`src/hw/pals_pkg.sv`:
```
// Function
// RL1 - indexed table load is 16-bit, label 1-FFFF
// RL2 - first stack level selects table entry
// RL3 - offset taken as plain binary
// RL4 - back-to-back loads push first load value
// RL5 - real load from two words or constant
// RL6 - real values occupy two adjacent words
// RL7 - word store writes accumulator low half
// RL8 - unsolvable logic during stores sets fault
// RL9 - double store writes two consecutive words
// RL10 - bit field store writes 1-32 bits
// RL11 - bit 0 to start, ascending addresses
// RL12 - zero load result sets zero flag
// RL13 - push shifts stack one level deeper
// RL14 - real load copies pattern unchanged
package pals_pkg;
   // ==========================================
   // widths and sizes
   localparam int WORD_W = 16;
   localparam int ACC_W = 32;
   localparam int CNT_W = 6;
   localparam int STACK_DEPTH = 8;
   // ==========================================
   // constants
   localparam logic [ACC_W-1:0] ACC_RESET = 32'h0000_0000;
   localparam logic [WORD_W-1:0] WORD_ZERO = 16'h0000;
   localparam logic [WORD_W-1:0] ADDR_STEP = 16'h0001;
   localparam logic [CNT_W-1:0] BITS_MIN = 6'h01;
   localparam logic [CNT_W-1:0] BITS_MAX = 6'h20;
   // ==========================================
   // instruction codes and sequencer states
   typedef enum logic [2:0] {
      OP_LOAD_INDEXED_CONSTANT,
      OP_LOAD_REAL_MEM,
      OP_LOAD_REAL_CONST,
      OP_STORE_WORD,
      OP_STORE_DOUBLE_WORD,
      OP_STORE_BIT_FIELD,
      OP_OTHER
   } pals_op_t;

   typedef enum logic [3:0] {
      S_IDLE, S_START, S_PTR, S_ACCESS, S_RD_LO, S_RD_HI,
      S_WR_HI, S_TBL, S_BITS, S_FINISH
   } pals_state_t;

   function automatic logic is_load(input pals_op_t op);
      return op == OP_LOAD_INDEXED_CONSTANT || op == OP_LOAD_REAL_MEM ||
             op == OP_LOAD_REAL_CONST;
   endfunction

   function automatic logic [WORD_W-1:0] next_addr(input logic [WORD_W-1:0] a);
      return WORD_W'(a + ADDR_STEP);
   endfunction
endpackage
```
`src/hw/pals_bit_if.sv`:
```
interface pals_bit_if;
   logic start;
   logic [pals_pkg::WORD_W-1:0] base;
   logic [pals_pkg::CNT_W-1:0] count;
   logic [pals_pkg::ACC_W-1:0] data;
   logic done;
   modport core (output start, base, count, data, input done);
   modport writer (input start, base, count, data, output done);
endinterface

```
`src/hw/pals_bit_field_writer.sv`:
```
module pals_bit_field_writer (
   input wire logic clk,
   input wire logic rstn,
   pals_bit_if.writer bif,
   output logic bit_we,
   output logic [pals_pkg::WORD_W-1:0] bit_addr,
   output logic bit_wdata
);
   logic busy;
   logic [pals_pkg::CNT_W-1:0] left;
   logic [pals_pkg::ACC_W-1:0] shreg;
   logic [pals_pkg::CNT_W-1:0] clamped;

   // out-of-range counts are forced into 1..32 rather than rejected
   always_comb begin
      clamped = bif.count;
      if (bif.count < pals_pkg::BITS_MIN) begin
         clamped = pals_pkg::BITS_MIN;
      end else if (bif.count > pals_pkg::BITS_MAX) begin
         clamped = pals_pkg::BITS_MAX;
      end
   end

   // ==========================================
   // serial bit walk
   // RL10 RL11 ascending bit walk
   always_ff @(posedge clk) begin
      if (!rstn) begin
         busy <= 1'b0;
         left <= '0;
         shreg <= pals_pkg::ACC_RESET;
         bit_we <= 1'b0;
         bit_addr <= pals_pkg::WORD_ZERO;
         bit_wdata <= 1'b0;
         bif.done <= 1'b0;
      end else begin
         bif.done <= 1'b0;
         bit_we <= 1'b0;
         if (!busy && bif.start) begin
            busy <= 1'b1;
            left <= clamped;
            shreg <= bif.data;
            bit_addr <= bif.base;
         end else if (busy) begin
            if (left == '0) begin
               busy <= 1'b0;
               bif.done <= 1'b1;
            end else begin
               bit_we <= 1'b1;
               bit_wdata <= shreg[0];
               shreg <= shreg >> 1;
               left <= pals_pkg::CNT_W'(left - 1'b1);
               if (bit_we) begin
                  bit_addr <= pals_pkg::next_addr(bit_addr);
               end
            end
         end
      end
   end
endmodule

```
`src/hw/pals_core.sv`:
```
module pals_core (
   input wire logic clk,
   input wire logic rstn,
   input wire logic cmd_valid,
   input wire pals_pkg::pals_op_t cmd_op,
   input wire logic [pals_pkg::WORD_W-1:0] cmd_addr,
   input wire logic [pals_pkg::ACC_W-1:0] cmd_operand,
   input wire logic [pals_pkg::CNT_W-1:0] cmd_bit_count,
   input wire logic cmd_pointer,
   input wire logic logic_unsolvable,
   input wire logic fault_clear,
   output logic cmd_ready,
   output logic cmd_done,
   output logic mem_req,
   output logic mem_we,
   output logic [pals_pkg::WORD_W-1:0] mem_addr,
   output logic [pals_pkg::WORD_W-1:0] mem_wdata,
   input wire logic mem_rvalid,
   input wire logic [pals_pkg::WORD_W-1:0] mem_rdata,
   output logic table_req,
   output logic [pals_pkg::WORD_W-1:0] table_label,
   output logic [pals_pkg::WORD_W-1:0] table_index,
   input wire logic table_rvalid,
   input wire logic [pals_pkg::WORD_W-1:0] table_rdata,
   output logic bit_we,
   output logic [pals_pkg::WORD_W-1:0] bit_addr,
   output logic bit_wdata,
   output logic [pals_pkg::ACC_W-1:0] acc_value,
   output logic [pals_pkg::ACC_W-1:0] stack_top,
   output logic zero_result_flag,
   output logic logic_fault_flag
);
   pals_pkg::pals_state_t state;
   pals_pkg::pals_op_t op;
   logic [pals_pkg::WORD_W-1:0] op_addr;
   logic [pals_pkg::WORD_W-1:0] eff_addr;
   logic [pals_pkg::ACC_W-1:0] operand;
   logic [pals_pkg::CNT_W-1:0] bit_count;
   logic use_ptr;
   logic prev_load;
   logic [pals_pkg::WORD_W-1:0] lo_word;
   logic [pals_pkg::ACC_W-1:0] stack [pals_pkg::STACK_DEPTH];
   logic accept;
   logic push;
   logic acc_wr;
   logic [pals_pkg::ACC_W-1:0] acc_val;
   logic fault_set;

   pals_bit_if bif ();

   assign accept = cmd_valid && cmd_ready;
   // RL4 push before reload
   assign push = accept && pals_pkg::is_load(cmd_op) && prev_load;
   // RL8 fault during word and double word stores, not bit field stores
   assign fault_set = logic_unsolvable && state != pals_pkg::S_IDLE &&
                      (op == pals_pkg::OP_STORE_WORD || op == pals_pkg::OP_STORE_DOUBLE_WORD);

   // ==========================================
   // accumulator write source
   always_comb begin
      acc_wr = 1'b0;
      acc_val = acc_value;
      case (state)
         pals_pkg::S_START: begin
            // RL5 RL14 constant copied bit exact
            if (op == pals_pkg::OP_LOAD_REAL_CONST) begin
               acc_wr = 1'b1;
               acc_val = operand;
            end
         end
         pals_pkg::S_TBL: begin
            // RL1 entry into low half
            if (table_rvalid) begin
               acc_wr = 1'b1;
               acc_val = {pals_pkg::WORD_ZERO, table_rdata};
            end
         end
         pals_pkg::S_RD_HI: begin
            // RL6 RL14 two adjacent words, no conversion
            if (mem_rvalid) begin
               acc_wr = 1'b1;
               acc_val = {mem_rdata, lo_word};
            end
         end
         default: begin
            acc_wr = 1'b0;
         end
      endcase
   end

   // ==========================================
   // command latch and handshake
   always_ff @(posedge clk) begin
      if (!rstn) begin
         op <= pals_pkg::OP_OTHER;
         op_addr <= pals_pkg::WORD_ZERO;
         operand <= pals_pkg::ACC_RESET;
         bit_count <= pals_pkg::BITS_MIN;
         use_ptr <= 1'b0;
         cmd_ready <= 1'b1;
         cmd_done <= 1'b0;
         prev_load <= 1'b0;
      end else begin
         cmd_done <= 1'b0;
         if (accept) begin
            op <= cmd_op;
            op_addr <= cmd_addr;
            operand <= cmd_operand;
            bit_count <= cmd_bit_count;
            use_ptr <= cmd_pointer;
            cmd_ready <= 1'b0;
         end else if (state == pals_pkg::S_FINISH) begin
            cmd_ready <= 1'b1;
            cmd_done <= 1'b1;
            // any other instruction breaks a run of loads
            prev_load <= pals_pkg::is_load(op);
         end
      end
   end

   // ==========================================
   // sequencer and memory ports
   always_ff @(posedge clk) begin
      if (!rstn) begin
         state <= pals_pkg::S_IDLE;
         eff_addr <= pals_pkg::WORD_ZERO;
         lo_word <= pals_pkg::WORD_ZERO;
         mem_req <= 1'b0;
         mem_we <= 1'b0;
         mem_addr <= pals_pkg::WORD_ZERO;
         mem_wdata <= pals_pkg::WORD_ZERO;
         table_req <= 1'b0;
         table_label <= pals_pkg::WORD_ZERO;
         table_index <= pals_pkg::WORD_ZERO;
         bif.start <= 1'b0;
         bif.base <= pals_pkg::WORD_ZERO;
         bif.count <= pals_pkg::BITS_MIN;
         bif.data <= pals_pkg::ACC_RESET;
      end else begin
         mem_req <= 1'b0;
         mem_we <= 1'b0;
         table_req <= 1'b0;
         bif.start <= 1'b0;
         case (state)
            pals_pkg::S_IDLE: begin
               if (accept) begin
                  state <= pals_pkg::S_START;
               end
            end
            pals_pkg::S_START: begin
               eff_addr <= op_addr;
               case (op)
                  pals_pkg::OP_LOAD_INDEXED_CONSTANT: begin
                     // RL2 RL3 stack level one as binary offset
                     table_req <= 1'b1;
                     table_label <= operand[pals_pkg::WORD_W-1:0];
                     table_index <= stack[0][pals_pkg::WORD_W-1:0];
                     state <= pals_pkg::S_TBL;
                  end
                  pals_pkg::OP_LOAD_REAL_MEM,
                  pals_pkg::OP_STORE_WORD,
                  pals_pkg::OP_STORE_DOUBLE_WORD: begin
                     if (use_ptr) begin
                        mem_req <= 1'b1;
                        mem_addr <= op_addr;
                        state <= pals_pkg::S_PTR;
                     end else begin
                        state <= pals_pkg::S_ACCESS;
                     end
                  end
                  pals_pkg::OP_STORE_BIT_FIELD: begin
                     // RL10 hand bits to the walker
                     bif.start <= 1'b1;
                     bif.base <= op_addr;
                     bif.count <= bit_count;
                     bif.data <= acc_value;
                     state <= pals_pkg::S_BITS;
                  end
                  default: begin
                     state <= pals_pkg::S_FINISH;
                  end
               endcase
            end
            pals_pkg::S_PTR: begin
               if (mem_rvalid) begin
                  eff_addr <= mem_rdata;
                  state <= pals_pkg::S_ACCESS;
               end
            end
            pals_pkg::S_ACCESS: begin
               mem_req <= 1'b1;
               mem_addr <= eff_addr;
               if (op == pals_pkg::OP_LOAD_REAL_MEM) begin
                  state <= pals_pkg::S_RD_LO;
               end else if (op == pals_pkg::OP_STORE_WORD) begin
                  // RL7 low half to one word
                  mem_we <= 1'b1;
                  mem_wdata <= acc_value[pals_pkg::WORD_W-1:0];
                  state <= pals_pkg::S_FINISH;
               end else begin
                  // RL9 low word at start address
                  mem_we <= 1'b1;
                  mem_wdata <= acc_value[pals_pkg::WORD_W-1:0];
                  state <= pals_pkg::S_WR_HI;
               end
            end
            pals_pkg::S_RD_LO: begin
               // RL5 second word follows the first
               if (mem_rvalid) begin
                  lo_word <= mem_rdata;
                  mem_req <= 1'b1;
                  mem_addr <= pals_pkg::next_addr(eff_addr);
                  state <= pals_pkg::S_RD_HI;
               end
            end
            pals_pkg::S_RD_HI: begin
               if (mem_rvalid) begin
                  state <= pals_pkg::S_FINISH;
               end
            end
            pals_pkg::S_WR_HI: begin
               // RL9 high word at next address
               mem_req <= 1'b1;
               mem_we <= 1'b1;
               mem_addr <= pals_pkg::next_addr(eff_addr);
               mem_wdata <= acc_value[pals_pkg::ACC_W-1:pals_pkg::WORD_W];
               state <= pals_pkg::S_FINISH;
            end
            pals_pkg::S_TBL: begin
               if (table_rvalid) begin
                  state <= pals_pkg::S_FINISH;
               end
            end
            pals_pkg::S_BITS: begin
               if (bif.done) begin
                  state <= pals_pkg::S_FINISH;
               end
            end
            default: begin
               state <= pals_pkg::S_IDLE;
            end
         endcase
      end
   end

   // ==========================================
   // accumulator and zero flag
   always_ff @(posedge clk) begin
      if (!rstn) begin
         acc_value <= pals_pkg::ACC_RESET;
         zero_result_flag <= 1'b0;
      end else if (acc_wr) begin
         acc_value <= acc_val;
         // RL12 zero load result
         zero_result_flag <= (acc_val == pals_pkg::ACC_RESET);
      end
   end

   // ==========================================
   // accumulator stack
   // the deepest level falls off; nothing here pops it back
   always_ff @(posedge clk) begin
      if (!rstn) begin
         for (int i = 0; i < pals_pkg::STACK_DEPTH; i++) begin
            stack[i] <= pals_pkg::ACC_RESET;
         end
         stack_top <= pals_pkg::ACC_RESET;
      end else if (push) begin
         // RL13 shift deeper then store
         for (int i = 1; i < pals_pkg::STACK_DEPTH; i++) begin
            stack[i] <= stack[i-1];
         end
         stack[0] <= acc_value;
         stack_top <= acc_value;
      end
   end

   // ==========================================
   // logic fault flag, set beats clear
   always_ff @(posedge clk) begin
      if (!rstn) begin
         logic_fault_flag <= 1'b0;
      end else if (fault_set) begin
         logic_fault_flag <= 1'b1;
      end else if (fault_clear) begin
         logic_fault_flag <= 1'b0;
      end
   end

   pals_bit_field_writer u_bits (
      .clk(clk),
      .rstn(rstn),
      .bif(bif),
      .bit_we(bit_we),
      .bit_addr(bit_addr),
      .bit_wdata(bit_wdata)
   );
endmodule

```
`config.mk`:
```
export PLATFORM = sky130hd
export DESIGN_NAME = pals_core
export DESIGN_NICKNAME = d
export VERILOG_FILES = /design/src/hw/pals_pkg.sv /design/src/hw/pals_bit_if.sv /design/src/hw/pals_bit_field_writer.sv /design/src/hw/pals_core.sv
export SDC_FILE = /design/constraint.sdc
export NUM_CORES = 1
export LEC_CHECK = 0
export CORE_AREA = 2 2 139 276
export CTS_CLUSTER_DIAMETER = 100
export CTS_CLUSTER_SIZE = 16
export DETAILED_ROUTE_END_ITERATION = 10
export DIE_AREA = 0 0 141 278
export DONT_BUFFER_PORTS = 1
export GPL_ROUTABILITY_DRIVEN = 0
export SYNTH_ARGS = -nofsm -noshare
export SYNTH_HDL_FRONTEND = slang
export SYNTH_SLANG_ARGS = --single-unit
export TNS_END_PERCENT = 20
```
`constraint.sdc`:
```
create_clock -name clk -period 4 [get_ports clk]
set_input_delay 0.6 -clock clk [delete_from_list [all_inputs] [get_ports clk]]
set_output_delay 0.6 -clock clk [all_outputs]
set_load 0.01 [all_outputs]
```
==> summary.md, run 1 <==
| Metric | Value |
|---|---|
| Status | `finished, final reports clean` |
| Max cap viols | `0` |
| Die extent in y | `about 280 um` |
| Yosys top cell area share | `0.469` |
| Syn_nets | `~1900` |
| Synth Instances | `between 1500 and 2000` |
| Final WS setup | `0.695 ns` |
| Number of synthesized flops with an enable pin | `16` |
| H-tree depth | `1` |
| # IOs | `250` |
| Clock Sinks | `about 360` |
| Slew HR | `0.200` |
| Critical path type | `register to register` |
| Vias in the first global route | `~12000` |
| Synth unique cells | `71` |
| Crit-path cells | `or4b_1, nor2_4, nor3_2, a2111o_1, or4_1, o21ai_1` |
| Netlist Area Pre-Place | `between 10000 and 15000 sq um` |
| CTS tree | `built` |
| Area Growth Syn to Fin | `7.04%` |
| GR Util met1 | `0.272` |
| Ys flop type | `dfxtp_1` |
| Vias/cell | `~6` |
| 1st-pass router iterations | `7` |
| Post-synthesis sequential area ratio | `0.502` |
| First-pass GRT wire length | `roughly 74 mm` |
| Worst reg2reg path startpoint | `state[0]` |
| Hold path depth | `2` |
| DRC Markers | `0` |
| R2R Setup Slk | `around 0.69 ns` |
| Die area | `just under 40000 sq um` |
| Antenna violations before repair | `3` |
| Core Area | `around 37000 sq um` |
| Design Power | `between 6000 and 7000 uW` |
| Clk_lat worst skew | `between 0.5 and 0.6 ns` |
| VDD IR max | `between 0.0003 and 0.0004 V` |
| Row cnt | `100` |
| Final instance area | `roughly 16000 sq um` |
| Fin crit period | `approximately 3.3 ns` |
| Period utilisation layout | `0.826` |
| Largest net degree at the start of global routing | `approximately 170` |
| Crit start category | `register` |
| Hold WC Path Type | `input port to register` |
| Clk buf depth | `3` |
| GRT busiest layer | `met2` |
| CP arrival | `roughly 3.8 ns` |
| Crit Path Max Fanout | `32` |
| Hold buffers post-CTS | `0` |
| Hold Fails Final Rpt | `0` |
| Port-buffer cells | `0` |
| Num CTS Buffers | `26` |
| Commonest cells in the netlist | `nand2_1, dfxtp_1, a21oi_1` |
| PD cells | `~440 nW/um^2` |
| Final net count | `about 1800` |
| Initial Util | `0.394` |
| Ys async rst share | `0` |
| R2R depth | `6` |
| Reg2reg end | `zero_result_flag` |
| Area after DPL | `approximately 15000 sq um` |
| Share of layout cells above drive strength 1 | `0.0436` |
| Worst-Margin Slew | `around 1.2 ns` |
| Post-layout util | `0.422` |
| CP max stage delay | `~0.75 ns` |
| Total GRT Usage | `0.245` |
| Final Setup Violations | `0` |
| Die Width | `~140 um` |
| Cell with the most instances after synthesis | `nand2_1` |
| Post_cts resized | `0` |
| DR iter-0 viols | `1072` |
| Count of state elements after synthesis | `about 360` |
| Hold path start | `cmd_op[1]` |
| Crit path required time | `4.48 ns` |
| Worst Setup End Kind | `register` |
| Overflow after GRT | `0` |
| Synth area leaders | `dfxtp_1, nand2_1, a21oi_1` |
| Place WS | `0.792 ns` |
| Fmax | `slightly above 300 MHz` |
| P_leak | `around 0.0054 uW` |
| Met3 Usage GRT | `0.0430` |
| DR vias | `around 13000` |
| Reg clk slew, reported paths | `0.08 ns` |
| Postcts setup bufs | `0` |
| Mean Syn Cell Area | `~8.4 sq um` |
| Met2 Use GR | `0.440` |
| Clock Tree Root | `clkbuf_16` |
| Crit-path slowest cell | `dfxtp_1` |
| Hold endpoint | `op[1]` |
| Max Slew Vio Count | `0` |
| Routed len/inst | `between 20 and 25 um` |
| Routed Antenna Nets | `0` |
| Setup tns final | `0 ns` |
| Final wirelength | `around 50 mm` |
| Synthesis warning total | `0` |
| RSZ-0062 raised after global routing | `no` |
| Largest area contributor in the netlist | `dfxtp_1` |
| Skew final | `about 0.015 ns` |
| Post-DP HPWL | `approximately 35 mm` |
==> cells by family (layout without fill, tap and decap cells) <==
kind of cell / after synthesis / in the layout / synth area share
xor+xnor: 17 / 17 / 0.0102
compound gates: 434 / 434 / 0.191
simple gates: 738 / 738 / 0.219
fa+ha+maj: 4 / 4 / 0.00342
mux: 50 / 50 / 0.0342
flops: 359 / 359 / 0.502
buf+inv: 148 / 71 / 0.0398
other cells: 0 / 6 / 0
==> power by group <==
group | switching, uW | internal, uW
logic | 343 | 174
clock network | 1250 | 1210
registers | 161 | 3700
==> cell type report <==
cell class,instances,area [sq um]
antenna,6,15.0
clock buffer,32,694
clock inverter,1,11.3
fill,3755,21500
inverter,11,48.8
multi-input combinational,1243,6750
sequential,359,7350
tap,459,574
timing repair buffer,27,228
==> metal layers <==
metal	up-vias	share of wire
li1	5976	-
met1	6100	0.37
met2	445	0.52
met3	106	0.060
met4	0	0.054
met5	-	0
==> cell usage in the layout (no fill, tap or decap), drive strengths merged, types with 3 or more instances in the layout <==
cell | netlist | routed
a221o | 3 | 3
a211o | 3 | 3
xnor2 | 9 | 9
a2111o | 3 | 3
or4b | 3 | 3
a311oi | 36 | 36
a22oi | 5 | 5
o21ai | 36 | 36
nor4 | 13 | 13
buf | 28 | 27
nand3 | 19 | 19
xor2 | 8 | 8
a211oi | 47 | 47
and2 | 4 | 4
diode | 0 | 6
nand2 | 439 | 439
and3 | 23 | 23
a21o | 19 | 19
o211ai | 9 | 9
o21a | 5 | 5
nand2b | 6 | 6
nor2b | 10 | 10
nor3b | 3 | 3
or3 | 6 | 6
dfxtp | 343 | 343
a21oi | 211 | 211
ha | 4 | 4
a31oi | 4 | 4
nor2 | 153 | 153
and4 | 4 | 4
inv | 11 | 12
a222oi | 26 | 26
o22ai | 3 | 3
clkbuf | 109 | 32
edfxtp | 16 | 16
nor3 | 22 | 22
nor4b | 6 | 6
or4 | 3 | 3
nand4 | 15 | 15
mux2i | 50 | 50
==> stage by stage <==
stage	instances	hold WS, ns
detailed placement	2099	0.445
finish	2138	0.168
global placement	2099	0.442
floorplan	1750	0.432
global route	2138	0.141
CTS	2132	0.130
==> state kept, by name, summed over array words and instances, names as in the netlist, 16 cells and up <==
name	count
operand	32
bif.base	16
table_index	16
u_bits.bit_addr	16
stack_top	32
op_addr	16
u_bits.shreg	32
stack	16
table_label	16
mem_addr	16
mem_wdata	16
acc_value	32
bif.data	32
eff_addr	16
lo_word	16
==> how the worst max path moves through the flow <==
stage / startpoint / slack (ns) / end
finish: state[0] / 0.69 / zero_result_flag
global route: state[0] / 0.54 / zero_result_flag
CTS: state[0] / 0.77 / zero_result_flag
detailed placement: state[0] / 0.79 / zero_result_flag
global placement: state[0] / 0.81 / zero_result_flag
floorplan: cmd_valid / 1.61 / stack[0][0]
==> worst max-delay path: cells and delay by family (launching register included) <==
kind | cells | cell delay [ns]
compound gates | 2 | 0.55
simple gates | 4 | 1.92
flops | 1 | 0.75
(Power assumes the default switching activity.)
==> run 2: changes to the inputs <==
--- a/config.mk
+++ b/config.mk
@@ -5,11 +5,12 @@
 export SDC_FILE = /design/constraint.sdc
 export NUM_CORES = 1
 export LEC_CHECK = 0
-export CORE_AREA = 2 2 139 276
+export ABC_AREA = 1
+export CORE_AREA = 2 2 144 287
 export CTS_CLUSTER_DIAMETER = 100
 export CTS_CLUSTER_SIZE = 16
 export DETAILED_ROUTE_END_ITERATION = 10
-export DIE_AREA = 0 0 141 278
+export DIE_AREA = 0 0 146 289
 export DONT_BUFFER_PORTS = 1
 export GPL_ROUTABILITY_DRIVEN = 0
 export SYNTH_ARGS = -nofsm -noshare
==> constraint.sdc (replaced) <==
create_clock -name clk -period 3.12 [get_ports clk]
set_input_delay 0.468 -clock clk [delete_from_list [all_inputs] [get_ports clk]]
set_output_delay 0.468 -clock clk [all_outputs]
set_load 0.01 [all_outputs]
==> run 2 against run 1 <==
Effect of this change:
- cell count up 27%
- global-route usage up 1.3 points
- via count up 19%
- die area up 7.6%
- utilization down 0.072 points
- non-clock buffer count down 3
==> summary.md, run 2 <==
| Metric | Value |
|---|---|
| Critical path type | `register to register` |
| Mean Syn Cell Area | `7.03 sq um (-16%)` |
| Ys flop type | `dfxtp_1` |
| Share of layout cells above drive strength 1 | `0.0456 (+0.00195)` |
| Synth unique cells | `48 (-32%)` |
| Cell with the most instances after synthesis | `nand2_1` |
| First-pass GRT wire length | `84.5 mm (+14%)` |
| Hold Fails Final Rpt | `0 (unchanged)` |
| Synth Instances | `2260 (+29%)` |
| Psw | `2720 uW (+55%)` |
| Post-synthesis sequential area ratio | `0.462 (-0.0398)` |
| DRC Markers | `0 (unchanged)` |
| Period utilisation layout | `0.902 (+0.0756)` |
| Routed Antenna Nets | `0 (unchanged)` |
| Multi-input logic area | `7280 sq um (+7.9%)` |
| Post-layout util | `0.421 (-0.000720)` |
| Comb pwr share | `0.118 (+0.042)` |
| DR iter-0 viols | `1049 (-2.1%)` |
| Reg clk slew, reported paths | `0.07 ns (about the same)` |
| Vias in the first global route | `14345 (+21%)` |
| Ys async rst share | `0 (unchanged)` |
| Clk buf depth | `3 (unchanged)` |
| Clock share of power | `0.341 (-0.019)` |
| Slew HR | `0.447 (+0.247)` |
| Row cnt | `104 (+4.0%)` |
| Final net count | `2269 (+28%)` |
| Worst Setup End Kind | `register` |
| Fmax | `355 MHz (+17%)` |
| Clk_lat worst skew | `0.58 ns (+0.03 ns)` |
| Antenna violations before repair | `1 (-2)` |
| Crit Path Max Fanout | `32 (unchanged)` |
| Post_cts resized | `0 (unchanged)` |
| Final wirelength | `56.2 mm (+14%)` |
| Hold buffers post-CTS | `0 (unchanged)` |
| Crit path required time | `3.62 ns (-0.86 ns)` |
| Syn_nets | `2361 (+28%)` |
| # fillers | `4357 (+16%)` |
| Sequential cell area | `7350 sq um (unchanged)` |
| Part of the power in registers | `0.541 (-0.023)` |
| Clock Tree Root | `clkbuf_16` |
| Synth area leaders | `dfxtp_1, nand2_1, o21ai_0` |
| RSZ-0062 raised after global routing | `no` |
| Most frequent cells in the layout | `nand2_1, dfxtp_1, nor2_1` |
| 1st-pass router iterations | `6 (-1)` |
| Area Growth Syn to Fin | `6.12%` |
| Clock Sinks | `359 (unchanged)` |
| Die Width | `146 um (+3.5%)` |
| Max cap viols | `0 (unchanged)` |
| Number of synthesized flops with an enable pin | `16 (unchanged)` |
| Die extent in y | `289 um (+4.0%)` |
| Largest area contributor in the netlist | `dfxtp_1` |
| Core Area | `40100 sq um (+7.9%)` |
| Max Slew Vio Count | `0 (unchanged)` |
| Total GRT Usage | `0.258 (+0.0130)` |
| Commonest cells in the netlist | `nand2_1, dfxtp_1, nor2_1` |
| Vias/cell | `5.54 (-6.2%)` |
| Postcts setup bufs | `0 (unchanged)` |
| PD cells | `564 nW/um^2 (+29%)` |
| DR vias | `14991 (+19%)` |
| Crit start category | `register` |
| Fin crit period | `2.81 ns (-0.491 ns)` |
| Yosys top cell area share | `0.432 (-0.0372)` |
| Final Setup Violations | `0 (unchanged)` |
| Largest net degree at the start of global routing | `289 (+69%)` |
| P_leak | `0.00670 uW (+23%)` |
| Skew final | `0.0346 ns (+0.0199 ns)` |
| # IOs | `250 (unchanged)` |
| Overflow after GRT | `0 (unchanged)` |
| Num CTS Buffers | `26 (unchanged)` |
| Post-DP HPWL | `40.7 mm (+16%)` |
| Hold WC Path Type | `input port to register` |
| Routed len/inst | `20.8 um (-9.9%)` |
| Count of state elements after synthesis | `359 (unchanged)` |
| Commonest non-fill, non-tap cell in the layout | `nand2_1` |
| CP arrival | `3.31 ns (-0.48 ns)` |
| H-tree depth | `1 (unchanged)` |
| CTS tree | `built` |
| Synthesis warning total | `0 (unchanged)` |
| Port-buffer cells | `0 (unchanged)` |
| Netlist Area Pre-Place | `15900 sq um (+8.6%)` |
| Setup tns final | `0 ns (unchanged)` |
| Die area | `42200 sq um (+7.6%)` |
| Worst-Margin Slew | `0.829 ns (-0.367 ns)` |
| Status | `finished, final reports clean` |
| Switching Share | `0.286 (+0.0290)` |
| VDD IR max | `0.000398 V (+17%)` |
| Initial Util | `0.397 (+0.00277)` |
| Internal power | `6800 uW (+34%)` |
## run 2: power by group through the flow
stage / sequential [uW] / combinational [uW] / clock (uW)
6_report: 5150 / 1120 / 3240
5_1_grt: 5170 / 1250 / 3500
4_1_cts: 5140 / 1110 / 3320
3_5_place_dp: 5250 / 1110 / 0
3_3_place_gp: 5240 / 1090 / 0
2_1_floorplan: 5120 / 936 / 0
## run 2: final cells by class
cell class	instances	area share
Inverter	177	0.0395
Tap cell	530	0.0393
Sequential cell	359	0.436
Timing Repair Buffer	24	0.0107
Clock inverter	2	0.00223
Multi-Input combinational cell	1580	0.431
Antenna cell	3	0.000445
Clock buffer	30	0.0407
## run 2: final timing paths
kind	to	slack, ns	start	cells after the start
worst max-delay path	mem_wdata[2]	0.31	state[0]	7
worst min-delay path	op[2]	0.02	cmd_op[2]	2
worst max register to register	mem_wdata[2]	0.31	state[0]	7
worst min register to register	operand[27]	0.46	operand[27]	2
## run 2: per-layer routing
layer | share of wire | global-route usage | vias to the layer above
li1 | - | - | 7201
met1 | 0.34 | 0.266 | 6907
met2 | 0.51 | 0.468 | 688
met3 | 0.079 | 0.0513 | 195
met4 | 0.077 | 0.176 | 0
met5 | 0 | 0 | -
## run 2: stage by stage
stage / hold WS (ns) / total power (uW) / worst slack, ns / cells / instance area (sq um)
6_report: 0.0206 / 9510 / 0.306 / 2705 / 16900
5_1_grt: 0.0153 / 9920 / 0.0656 / 2702 / 16900
2_1_floorplan: 0.425 / 6050 / 1.16 / 2260 / 15900
3_3_place_gp: 0.443 / 6330 / 0.567 / 2670 / 16100
4_1_cts: 0.00730 / 9580 / 0.346 / 2702 / 16900
3_5_place_dp: 0.451 / 6360 / 0.389 / 2670 / 16100
## run 2: worst max-delay path, stage by stage (launching register included)
cell	delay, ns
dfxtp_1	0.45
nor2_4	0.44
nand2_2	0.32
inv_2	0.38
a21oi_1	0.12
inv_1	0.63
o21ai_0	0.19
a31oi_1	0.19
## run 2: cells by family (layout without fill, tap and decap cells)
group                      Yosys count  after routing  synth area share
AOI/OAI and AO/OA                  518            518             0.180
xor gates and xnor gates             4              4           0.00220
adders and majority gates            4              4           0.00315
buffers and inverters              321            233            0.0802
DFF                                359            359             0.462
other                                0              3                 0
and+or+nand+nor                   1054           1054             0.272
